[src/shared/jlt_pkg.sv]
// Shared constants, types and helpers for the serial link start-up transmitter
package jlt_pkg;
  // Default link configuration loaded when the link is switched on
  localparam int RES_BITS = 12;
  localparam int SER_BITS = 12;
  localparam int CONV_PER_LANE = 4;
  localparam int OCT_W = 8;
  // Octets per frame: four 12-bit words fill six octets
  localparam int OCTETS = (CONV_PER_LANE * SER_BITS) / OCT_W;
  localparam int FRAME_W = OCTETS * OCT_W;
  // Device clock and resulting lane rate, 0.01 * F * fc Gbps in Mbps
  localparam int CLK_MHZ = 100;
  localparam int LANE_RATE_MBPS = 10 * OCTETS * CLK_MHZ;
  // Fixed latencies in device clock cycles
  localparam int CGS_DLY_CYC = 17;
  localparam int ILA_DLY_CYC = 11;
  localparam int DATA_LAT_CYC = 14;
  localparam int PIPE_STAGES = DATA_LAT_CYC - 2;
  localparam logic [4:0] CGS_LOAD = 5'(CGS_DLY_CYC - 1);
  localparam logic [4:0] ILA_LOAD = 5'(ILA_DLY_CYC - 1);
  // Control characters
  localparam logic [7:0] K_SYNC = 8'hbc;
  localparam logic [7:0] K_MF_START = 8'h1c;
  localparam logic [7:0] K_ALIGN = 8'h7c;
  localparam logic [7:0] K_CFG = 8'h9c;

  typedef enum logic [2:0] {
    PH_OFF, PH_IDLE, PH_CGS_WAIT, PH_CGS, PH_LMFC_WAIT, PH_ILA_WAIT, PH_ILA, PH_DATA
  } jlt_phase_type;

  typedef struct packed {
    logic [4:0] res_bits;
    logic [4:0] ser_bits;
    logic [2:0] conv_per_lane;
    logic scramble_en;
  } jlt_cfg_type;

  localparam jlt_cfg_type CFG_DEFAULT = '{
    res_bits: 5'(RES_BITS), ser_bits: 5'(SER_BITS),
    conv_per_lane: 3'(CONV_PER_LANE), scramble_en: 1'b0};
  localparam jlt_cfg_type CFG_RESET = '{default: '0};

  typedef struct packed {
    logic [CONV_PER_LANE-1:0][RES_BITS-1:0] conv;
  } jlt_sample_type;

  // Octet OCTETS-1 goes on the wire first
  typedef struct packed {
    logic [OCTETS-1:0][OCT_W-1:0] octet;
    logic [OCTETS-1:0] k;
  } jlt_lane_type;

  // Converter words packed MSB first into one frame, no scrambling
  function automatic logic [FRAME_W-1:0] jlt_pack(input jlt_sample_type s);
    jlt_pack = s.conv;
  endfunction

  function automatic jlt_lane_type jlt_data_frame(input logic [FRAME_W-1:0] d);
    jlt_data_frame.octet = d;
    jlt_data_frame.k = '0;
  endfunction

  function automatic jlt_lane_type jlt_ctrl_frame(input logic [OCT_W-1:0] c);
    jlt_ctrl_frame.octet = {OCTETS{c}};
    jlt_ctrl_frame.k = '1;
  endfunction
endpackage

[src/hw/jlt_link_tx.sv]
// Serial link transmitter: start-up sequencing, fixed latencies and data path
//
// What this block does
// - Enable loads default 12-bit, four-per-lane, unscrambled configuration.
// - Lane rate equals 0.01 times F times fc.
// - Sync low gives K28.5 after 17 cycles.
// - Alignment K28.0 eleven cycles after LMFC boundary.
// - Sample octets reach lane after 14 cycles.
`timescale 1ns/1ns
module jlt_link_tx
  import jlt_pkg::*;
#(
  parameter int LMFC_FRAMES = 8,
  parameter int ILA_MULTIFRAMES = 4
) (
  input wire logic clk_i,
  input wire logic rst_n_i,
  input wire logic serial_link_enable_i,
  input wire logic sync_n_i,
  input wire logic sysref_i,
  input wire jlt_sample_type sample_i,
  input wire logic sample_valid_i,
  output logic sample_ready_o,
  output jlt_lane_type lane_o,
  output logic lane_valid_o,
  input wire logic lane_ready_i,
  output jlt_cfg_type cfg_o,
  output jlt_phase_type phase_o
);
  localparam logic [7:0] LMFC_LAST = 8'(LMFC_FRAMES - 1);
  localparam logic [2:0] MF_LAST = 3'(ILA_MULTIFRAMES - 1);

  typedef struct packed {
    jlt_phase_type phase;
    logic en_prev;
    logic sync_prev;
    logic [4:0] cnt;
    logic [7:0] lmfc;
    logic [7:0] frame;
    logic [2:0] mf;
    jlt_cfg_type cfg;
    logic [PIPE_STAGES-1:0] pv;
    logic [PIPE_STAGES-1:0][FRAME_W-1:0] pd;
    logic [1:0] bv;
    logic [1:0][FRAME_W-1:0] bd;
    jlt_lane_type lane;
    logic lane_v;
  } jlt_state_type;

  jlt_state_type st_reg;
  jlt_state_type st_next;
  logic pop;
  logic adv;
  logic seq_go;
  logic sync_fall;
  logic sync_rise;
  jlt_lane_type data_frame;

  // One ILA frame; first multiframe octet is K28.0, last is K28.3
  function automatic jlt_lane_type ila_frame(input logic [7:0] fr, input logic [2:0] m);
    ila_frame.octet = '0;
    ila_frame.k = '0;
    if (fr == 8'h00) begin
      ila_frame.octet[OCTETS-1] = K_MF_START;
      ila_frame.k[OCTETS-1] = 1'b1;
      if (m == 3'h1) begin
        ila_frame.octet[OCTETS-2] = K_CFG;
        ila_frame.k[OCTETS-2] = 1'b1;
      end
    end
    if (fr == LMFC_LAST) begin
      ila_frame.octet[0] = K_ALIGN;
      ila_frame.k[0] = 1'b1;
    end
  endfunction

  // Buffer head drains whenever the serializer is ready; outside idle, CGS wait, data phases and the last ILA frame the word is discarded
  assign pop = st_reg.bv[0] && lane_ready_i;
  // Pipeline stalls only when the two-entry buffer is full and not draining
  assign adv = !st_reg.bv[1] || pop;
  assign sample_ready_o = adv;
  // Sequencer holds while the serializer refuses the current frame
  assign seq_go = lane_ready_i || !st_reg.lane_v;
  assign sync_fall = st_reg.en_prev && st_reg.sync_prev && !sync_n_i;
  assign sync_rise = !st_reg.sync_prev && sync_n_i;
  assign data_frame = st_reg.bv[0] ? jlt_data_frame(st_reg.bd[0]) : jlt_data_frame('0);

  always_comb begin
    st_next = st_reg;
    st_next.en_prev = serial_link_enable_i;
    st_next.sync_prev = sync_n_i;
    // data pipeline: fixed stages plus buffer plus lane register
    if (adv) begin
      st_next.pv = {st_reg.pv[PIPE_STAGES-2:0], sample_valid_i};
      st_next.pd = {st_reg.pd[PIPE_STAGES-2:0], jlt_pack(sample_i)};
    end
    if (pop) begin
      st_next.bv = {1'b0, st_reg.bv[1]};
      st_next.bd[0] = st_reg.bd[1];
    end
    if (adv && st_reg.pv[PIPE_STAGES-1]) begin
      if (!st_next.bv[0]) begin
        st_next.bv[0] = 1'b1;
        st_next.bd[0] = st_reg.pd[PIPE_STAGES-1];
      end else begin
        st_next.bv[1] = 1'b1;
        st_next.bd[1] = st_reg.pd[PIPE_STAGES-1];
      end
    end
    // Local multiframe clock, realigned by the reference pulse
    if (sysref_i || st_reg.lmfc == LMFC_LAST) begin
      st_next.lmfc = 8'h00;
    end else begin
      st_next.lmfc = st_reg.lmfc + 8'h01;
    end
    if (!serial_link_enable_i) begin
      st_next.phase = PH_OFF;
      st_next.lane_v = 1'b0;
    end else if (!st_reg.en_prev) begin
      st_next.cfg = CFG_DEFAULT;
      st_next.phase = PH_IDLE;
    end else if (sync_fall) begin
      st_next.phase = PH_CGS_WAIT;
      st_next.cnt = CGS_LOAD;
    end else if (seq_go) begin
      // one full frame per device clock
      st_next.lane_v = 1'b1;
      st_next.lane = jlt_ctrl_frame(K_SYNC);
      st_next.cnt = st_reg.cnt - 5'h01;
      case (st_reg.phase)
        PH_CGS_WAIT: begin
          if (st_reg.cnt == 5'h01) begin
            st_next.phase = PH_CGS;
          end else begin
            st_next.lane = data_frame;
          end
        end
        PH_CGS: begin
          if (sync_rise) begin
            st_next.phase = PH_LMFC_WAIT;
          end
        end
        PH_LMFC_WAIT: begin
          if (st_reg.lmfc == 8'h00) begin
            st_next.phase = PH_ILA_WAIT;
            st_next.cnt = ILA_LOAD;
          end
        end
        PH_ILA_WAIT: begin
          if (st_reg.cnt == 5'h01) begin
            st_next.phase = PH_ILA;
            st_next.frame = 8'h00;
            st_next.mf = 3'h0;
            st_next.lane = ila_frame(8'h00, 3'h0);
          end
        end
        PH_ILA: begin
          if (st_reg.frame == LMFC_LAST) begin
            st_next.frame = 8'h00;
            st_next.mf = st_reg.mf + 3'h1;
          end else begin
            st_next.frame = st_reg.frame + 8'h01;
          end
          if (st_reg.frame == LMFC_LAST && st_reg.mf == MF_LAST) begin
            st_next.phase = PH_DATA;
            st_next.lane = data_frame;
          end else begin
            st_next.lane = ila_frame(st_next.frame, st_next.mf);
          end
        end
        default: begin
          st_next.lane = data_frame;
        end
      endcase
    end
  end

  always_ff @(posedge clk_i or negedge rst_n_i) begin
    if (!rst_n_i) begin
      st_reg <= '{phase: PH_OFF, sync_prev: 1'b1, cfg: CFG_RESET, default: '0};
    end else begin
      st_reg <= st_next;
    end
  end

  assign lane_o = st_reg.lane;
  assign lane_valid_o = st_reg.lane_v;
  assign cfg_o = st_reg.cfg;
  assign phase_o = st_reg.phase;

  // Helper: consecutive cycles with the serializer ready, saturating
  logic [4:0] rdy_run;
  always_ff @(posedge clk_i or negedge rst_n_i) begin
    if (!rst_n_i) begin
      rdy_run <= '0;
    end else if (!lane_ready_i) begin
      rdy_run <= '0;
    end else if (rdy_run != 5'h1f) begin
      rdy_run <= rdy_run + 5'h01;
    end
  end
endmodule

[config.mk]
export PLATFORM = sky130hd
export DESIGN_NAME = jlt_link_tx
export DESIGN_NICKNAME = d
export VERILOG_FILES = /design/src/shared/jlt_pkg.sv /design/src/hw/jlt_link_tx.sv
export SDC_FILE = /design/constraint.sdc
export NUM_CORES = 1
export LEC_CHECK = 0
export BUFFER_PORTS_ARGS = -buffer_cell sky130_fd_sc_hd__buf_2
export CAP_MARGIN = 25
export CORE_ASPECT_RATIO = 0.6
export CORE_MARGIN = 4
export CORE_UTILIZATION = 45
export CTS_CLUSTER_DIAMETER = 30
export DETAILED_ROUTE_END_ITERATION = 16
export GPL_TIMING_DRIVEN = 0
export PLACE_DENSITY = 0.67
export SLEW_MARGIN = 20
export SYNTH_ARGS = -nofsm -noshare
export SYNTH_HDL_FRONTEND = slang
export SYNTH_SLANG_ARGS = --single-unit
[constraint.sdc]
create_clock -name clk_i -period 2.4 [get_ports clk_i]
set_input_delay 0.12 -clock clk_i [delete_from_list [all_inputs] [get_ports clk_i]]
set_output_delay 0.12 -clock clk_i [all_outputs]
set_load 0.01 [all_outputs]
After elaboration in Yosys (flattened, before gate mapping)
Index checks and enable logic that the tools add are counted.

word-level totals
  register bits after elaboration = 772
  bits of input ports = 55

cells by class
  add/subtract/negate cells = 4
  equality and inequality tests = 22
  muxes and demuxes = 50
  bitwise operators = 2
  reductions and logical operators = 25

operators with widths
  operator                                                                  count
  54-bit 2-to-1 mux                                                         4
  54-bit case mux with 4 select lines                                       1
  48-bit 2-to-1 mux                                                         3
  98-bit 2-to-1 mux                                                         1
  8-bit 2-to-1 mux                                                          8
  3-bit 2-to-1 mux                                                          15
  5-bit inequality test (second input constant)                             5
  8-bit by 3-bit equality test with 1-bit output (second input constant)    3
  11-bit case mux with 2 select lines                                       1
  5-bit 2-to-1 mux                                                          4
  8-bit by 1-bit adder with 8-bit output (second input constant)            2
  8-bit logical NOT                                                         2
  3-bit case mux with 5 select lines                                        1
  13-bit 2-to-1 mux                                                         1
  11-bit 2-to-1 mux                                                         1
  3-bit by 2-bit equality test with 1-bit output (second input constant)    3
  3-bit equality test (second input constant)                               3
  8-bit by 2-bit inequality test with 1-bit output (second input constant)  1
  1-bit 2-to-1 mux                                                          7
  7-bit 2-to-1 mux                                                          1
  7-bit AND reduction                                                       1
  1-bit logical AND                                                         6
  3-bit AND reduction                                                       2
  6-bit AND reduction                                                       1
  other kinds (15)                                                          26

Logic depth before layout (Yosys ltp)
  depth in word-level cells = 12
  mapped depth = 10
  gate-level depth less buffers = 7

Least setup slack after synthesis
OpenSTA, ideal clock, no wires.

  path type = reg-to-reg
  start = reg st_reg[755] in the netlist's numbering
  end = reg st_reg (netlist bit lane_o[14])
  setup time = 0.121 ns
  data arrival time = 1.957 ns
  setup slack = 0.322 ns
  stages on the path, launching flop included = 10
  buffers on the path = 2
  clock period less this slack = 2.078 ns
  cells stage by stage = dfrtp_1 -> ha_1 -> ha_1 -> o21a_1 -> a21oi_1 -> a211oi_4 -> and3_1 -> buf_4 -> buf_6 -> a22o_1

between the ends
  longest elaborated chain between the ends = 4

ends and longest elaborated chain
  item                                            RTL line            text
  start, declared                                 jlt_link_tx.sv:50   jlt_state_type st_reg;
  start signal, assigned                          jlt_link_tx.sv:182  st_reg <= st_next;
  3-bit by 2-bit equality test with 1-bit output  jlt_link_tx.sv:164  if (st_reg.frame == LMFC_LAST && st_reg.mf == MF_LAST) begin
  1-bit logical AND                               jlt_link_tx.sv:164
  54-bit 2-to-1 mux                               jlt_link_tx.sv:164
  54-bit case mux with 4 select lines             jlt_link_tx.sv:130  case (st_reg.phase)

No other way between the ends.
A chain may end at the register's enable or synchronous reset.

Final worst setup path
  start = reg st_reg[759] in the netlist's numbering
  end = reg st_reg (netlist bit lane_o[28])

between the ends
  longest elaborated chain between the ends = 4

ends and longest elaborated chain
  item                                            RTL line
  8-bit by 3-bit equality test with 1-bit output  jlt_link_tx.sv:164
  1-bit logical AND                               jlt_link_tx.sv:164
  54-bit 2-to-1 mux                               jlt_link_tx.sv:164
  54-bit case mux with 4 select lines             jlt_link_tx.sv:130

No other way between the ends.

==> results.md <==
* Vias per cell at 4.935
* Placed cell areas at 0.03257 sq mm
* H-tree depth at 3
* Max_cap viols at 0
* Multi-input gate area at 0.01012 sq mm
* Worst-path fanout max at 10
* Total gr overflow at 0
* Most used DFF post-synth: dfrtp_1
* Die width at 344.5 um
* Site Rows at 73
* Synth area leader: dfrtp_1
* Setup violators final at 0
* Most common cell after layout, fill and taps aside: nand2_1
* Root Buffer: clkbuf_16
* Unrepaired setup endpoints after global routing: false
* R2R Setup Slk at 0.09 ns
* Critical Path RT at 2.99 ns
* Seq cells post-synth at 769
* Post-synth EDFFs at 0
* Worst EP arrival at 2.91 ns
* Measured slew at the worst slew-check pin at 0.7784 ns
* Inst Count DP at 4337
* Storage element area at 0.01925 sq mm
* CTS tree: done
* Pre-antenna DRT Iters at 6
* DRT iter0 DRCs at 1543
* Pin count of the biggest net entering global routing at 97
* Power Dens Cells at 1348 mW/mm^2
* Post-synth ARST share at 1.000
* Antenna violations before repair at 1
* Fin nets at 3676
* CP endpoint: lane_o[28]
* I/O Pins at 128
* First-pass GRT wire length at 115600 um
* Die ar. at 0.07229 sq mm
* Setup crit end kind: flop
* Clock Skew at 0.03768 ns
* Tcrit/Tclk final at 0.9645
* Max VDD drop at 0.6305 mV
* Starting Density at 0.4578
* Slew headroom at 0.4811
* DRC viols at 0
* Sequential area share after synthesis at 0.6296
* Clk slew on worst S/H paths at 0.06 ns
* Reg2reg end: lane_o[28]
* Clock Sink Count at 769
* Yosys top cell area share at 0.6288
* Final core utilization at 0.5594
* # diodes at 0
* Status: finished, final reports clean
* Worst-Skew Late Latency at 0.66 ns
* Cells after synthesis at 3302
* Most frequent cells in the layout: nand2_1 (1815), dfrtp_1 (766), buf_2 (150)
* Final hold violations at 0
* Cell Area, Synth at 0.03057 sq mm
* Worst R2R Path Depth at 8
* Antenna Nets Post-Route at 0
* Via Count at 22723
* CP Class: flop to flop
* Pre-CTS setup slack at -0.4478 ns
* Fill count at 5810
* Layout cell share with drive strength beyond 1 at 0.1547
* Post-synth cell types at 64
* DIE HEIGHT at 209.9 um
* CP Launch Point: st_reg[759]
* Leakage at 19.91 nW
* Setup ws final at 0.08531 ns
* CTS Buf Count at 109
* Min Tclk post-route at 2.315 ns
* Max-slew violations at 0
* Final Cell Area at 0.03735 sq mm
* Placer congestion estimate at 0.8781
* Area Overhead vs Synth at 22.20%
* Max Buffers Root-to-Sink at 3
* Syn avg cell area at 9.257 sq um
* Synth warnings at 0
* Vias in the first global route at 22629
* Post-DR wirelength/cell at 14.89 um
* Largest cells by area after synthesis: dfrtp_1 (63%), nand2_1 (22%), buf_4 (1.8%), mux2_2 (1.8%), mux2i_1 (1.6%)
* Number of flip-flops in the largest register at 712
* Crit path launch type: flop
* Post-DP HPWL at 47180 um
* Port buffer count at 118
* R2r startpoint: st_reg[759]
* Total GRT Usage at 0.1944
* Hold Path Class: primary input to asynchronous set/reset pin
* Routed WL at 68550 um
* Fmax at 432.0 MHz
* Post-route insts no fill at 4604
* Core area at 0.06677 sq mm
==> kinds of logic (layout without fill, tap and decap cells) <==
logic type	count (synthesis)	after routing	synth area share
fa+ha+maj	9	9	0.003684
buf+inv	265	659	0.04331
mux	98	98	0.03410
flops	769	769	0.6296
other cells	1	9	0.0001227
xor+xnor	9	9	0.002579
compound gates	191	191	0.03975
simple gates	1960	1960	0.2468
==> per-layer routing <==
metal	vias up	global-route usage	share of wire
met1	11227	0.3103	0.52
met3	98	0.04198	0.057
met4	0	0.04725	0.017
li1	10931	-	-
met2	467	0.2679	0.41
met5	-	0	0
==> area by class of cell <==
cell class / count / share of cell area
Clock buffer: 133 / 0.08164
Inverter: 15 / 0.001541
Tap cell: 900 / 0.03015
Sequential cell: 769 / 0.5153
Timing Repair Buffer: 193 / 0.04006
Clock inverter: 70 / 0.02469
Multi-Input combinational cell: 2276 / 0.2709
Buffer: 248 / 0.03568
==> worst max-delay path, stage by stage, from the launching register on <==
cell,delay [ns]
dfrtp_2,0.42
ha_2,0.26
and4bb_4,0.32
nand2_4,0.10
a211oi_4,0.36
and3_1,0.23
buf_4,0.20
buf_6,0.20
a22o_1,0.15
==> worst min path at each step <==
stage	start	cells past startpoint	to
3_5_place_dp	rst_n_i	2	st_reg[177]
2_1_floorplan	rst_n_i	0	cfg_o[11]
6_report	rst_n_i	3	st_reg[177]
4_1_cts	rst_n_i	3	st_reg[177]
3_3_place_gp	sync_n_i	1	st_reg[779]
5_1_grt	rst_n_i	3	st_reg[176]
==> synthesized netlist by cell type (all sizes together), types with 5 or more instances <==
library cell  instances
a21o                  5
inv                  14
nand2              1818
o21ai                41
mux2                 49
buf                 127
nor2                 78
a22o                 18
nand3                15
nor3                 10
nand4                 5
dfrtp               768
a21oi                84
ha                    9
xnor2                 5
and3                  8
nor2b                 7
clkbuf              123
mux2i                49
==> stage by stage <==
stage | hold slack [ns] | total power [mW] | TNS (ns)
6_report | 0.08343 | 50.35 | 0
5_1_grt | 0.1290 | 53.90 | 0
4_1_cts | 0.08851 | 50.71 | 0
3_5_place_dp | 0.1690 | 33.33 | -72.32
3_3_place_gp | 0.2535 | 32.91 | -
2_1_floorplan | -0.1756 | 29.24 | 0
==> report_power, final <==
part           switching, mW  total, mW  internal [mW]  leakage (nW)
sequential              3.20       21.7           18.5          9.65
combinational           7.10       11.6           4.53          8.34
clock                   6.09       17.0           10.9          1.91
==> what timing repair did <==
| item | in CTS | in global routing |
|---|---|---|
| gates resized for setup | 25 | 76 |
| pin swaps | 3 | 5 |
| endpoints found under the setup margin | 491 | 370 |
| endpoints found under the hold margin | 266 | 0 |
| hold buffers | 54 | 0 |
| setup buffers | 2 | 9 |
| cloned | 0 | 1 |
Note: power is estimated with default switching activity, not from simulation.
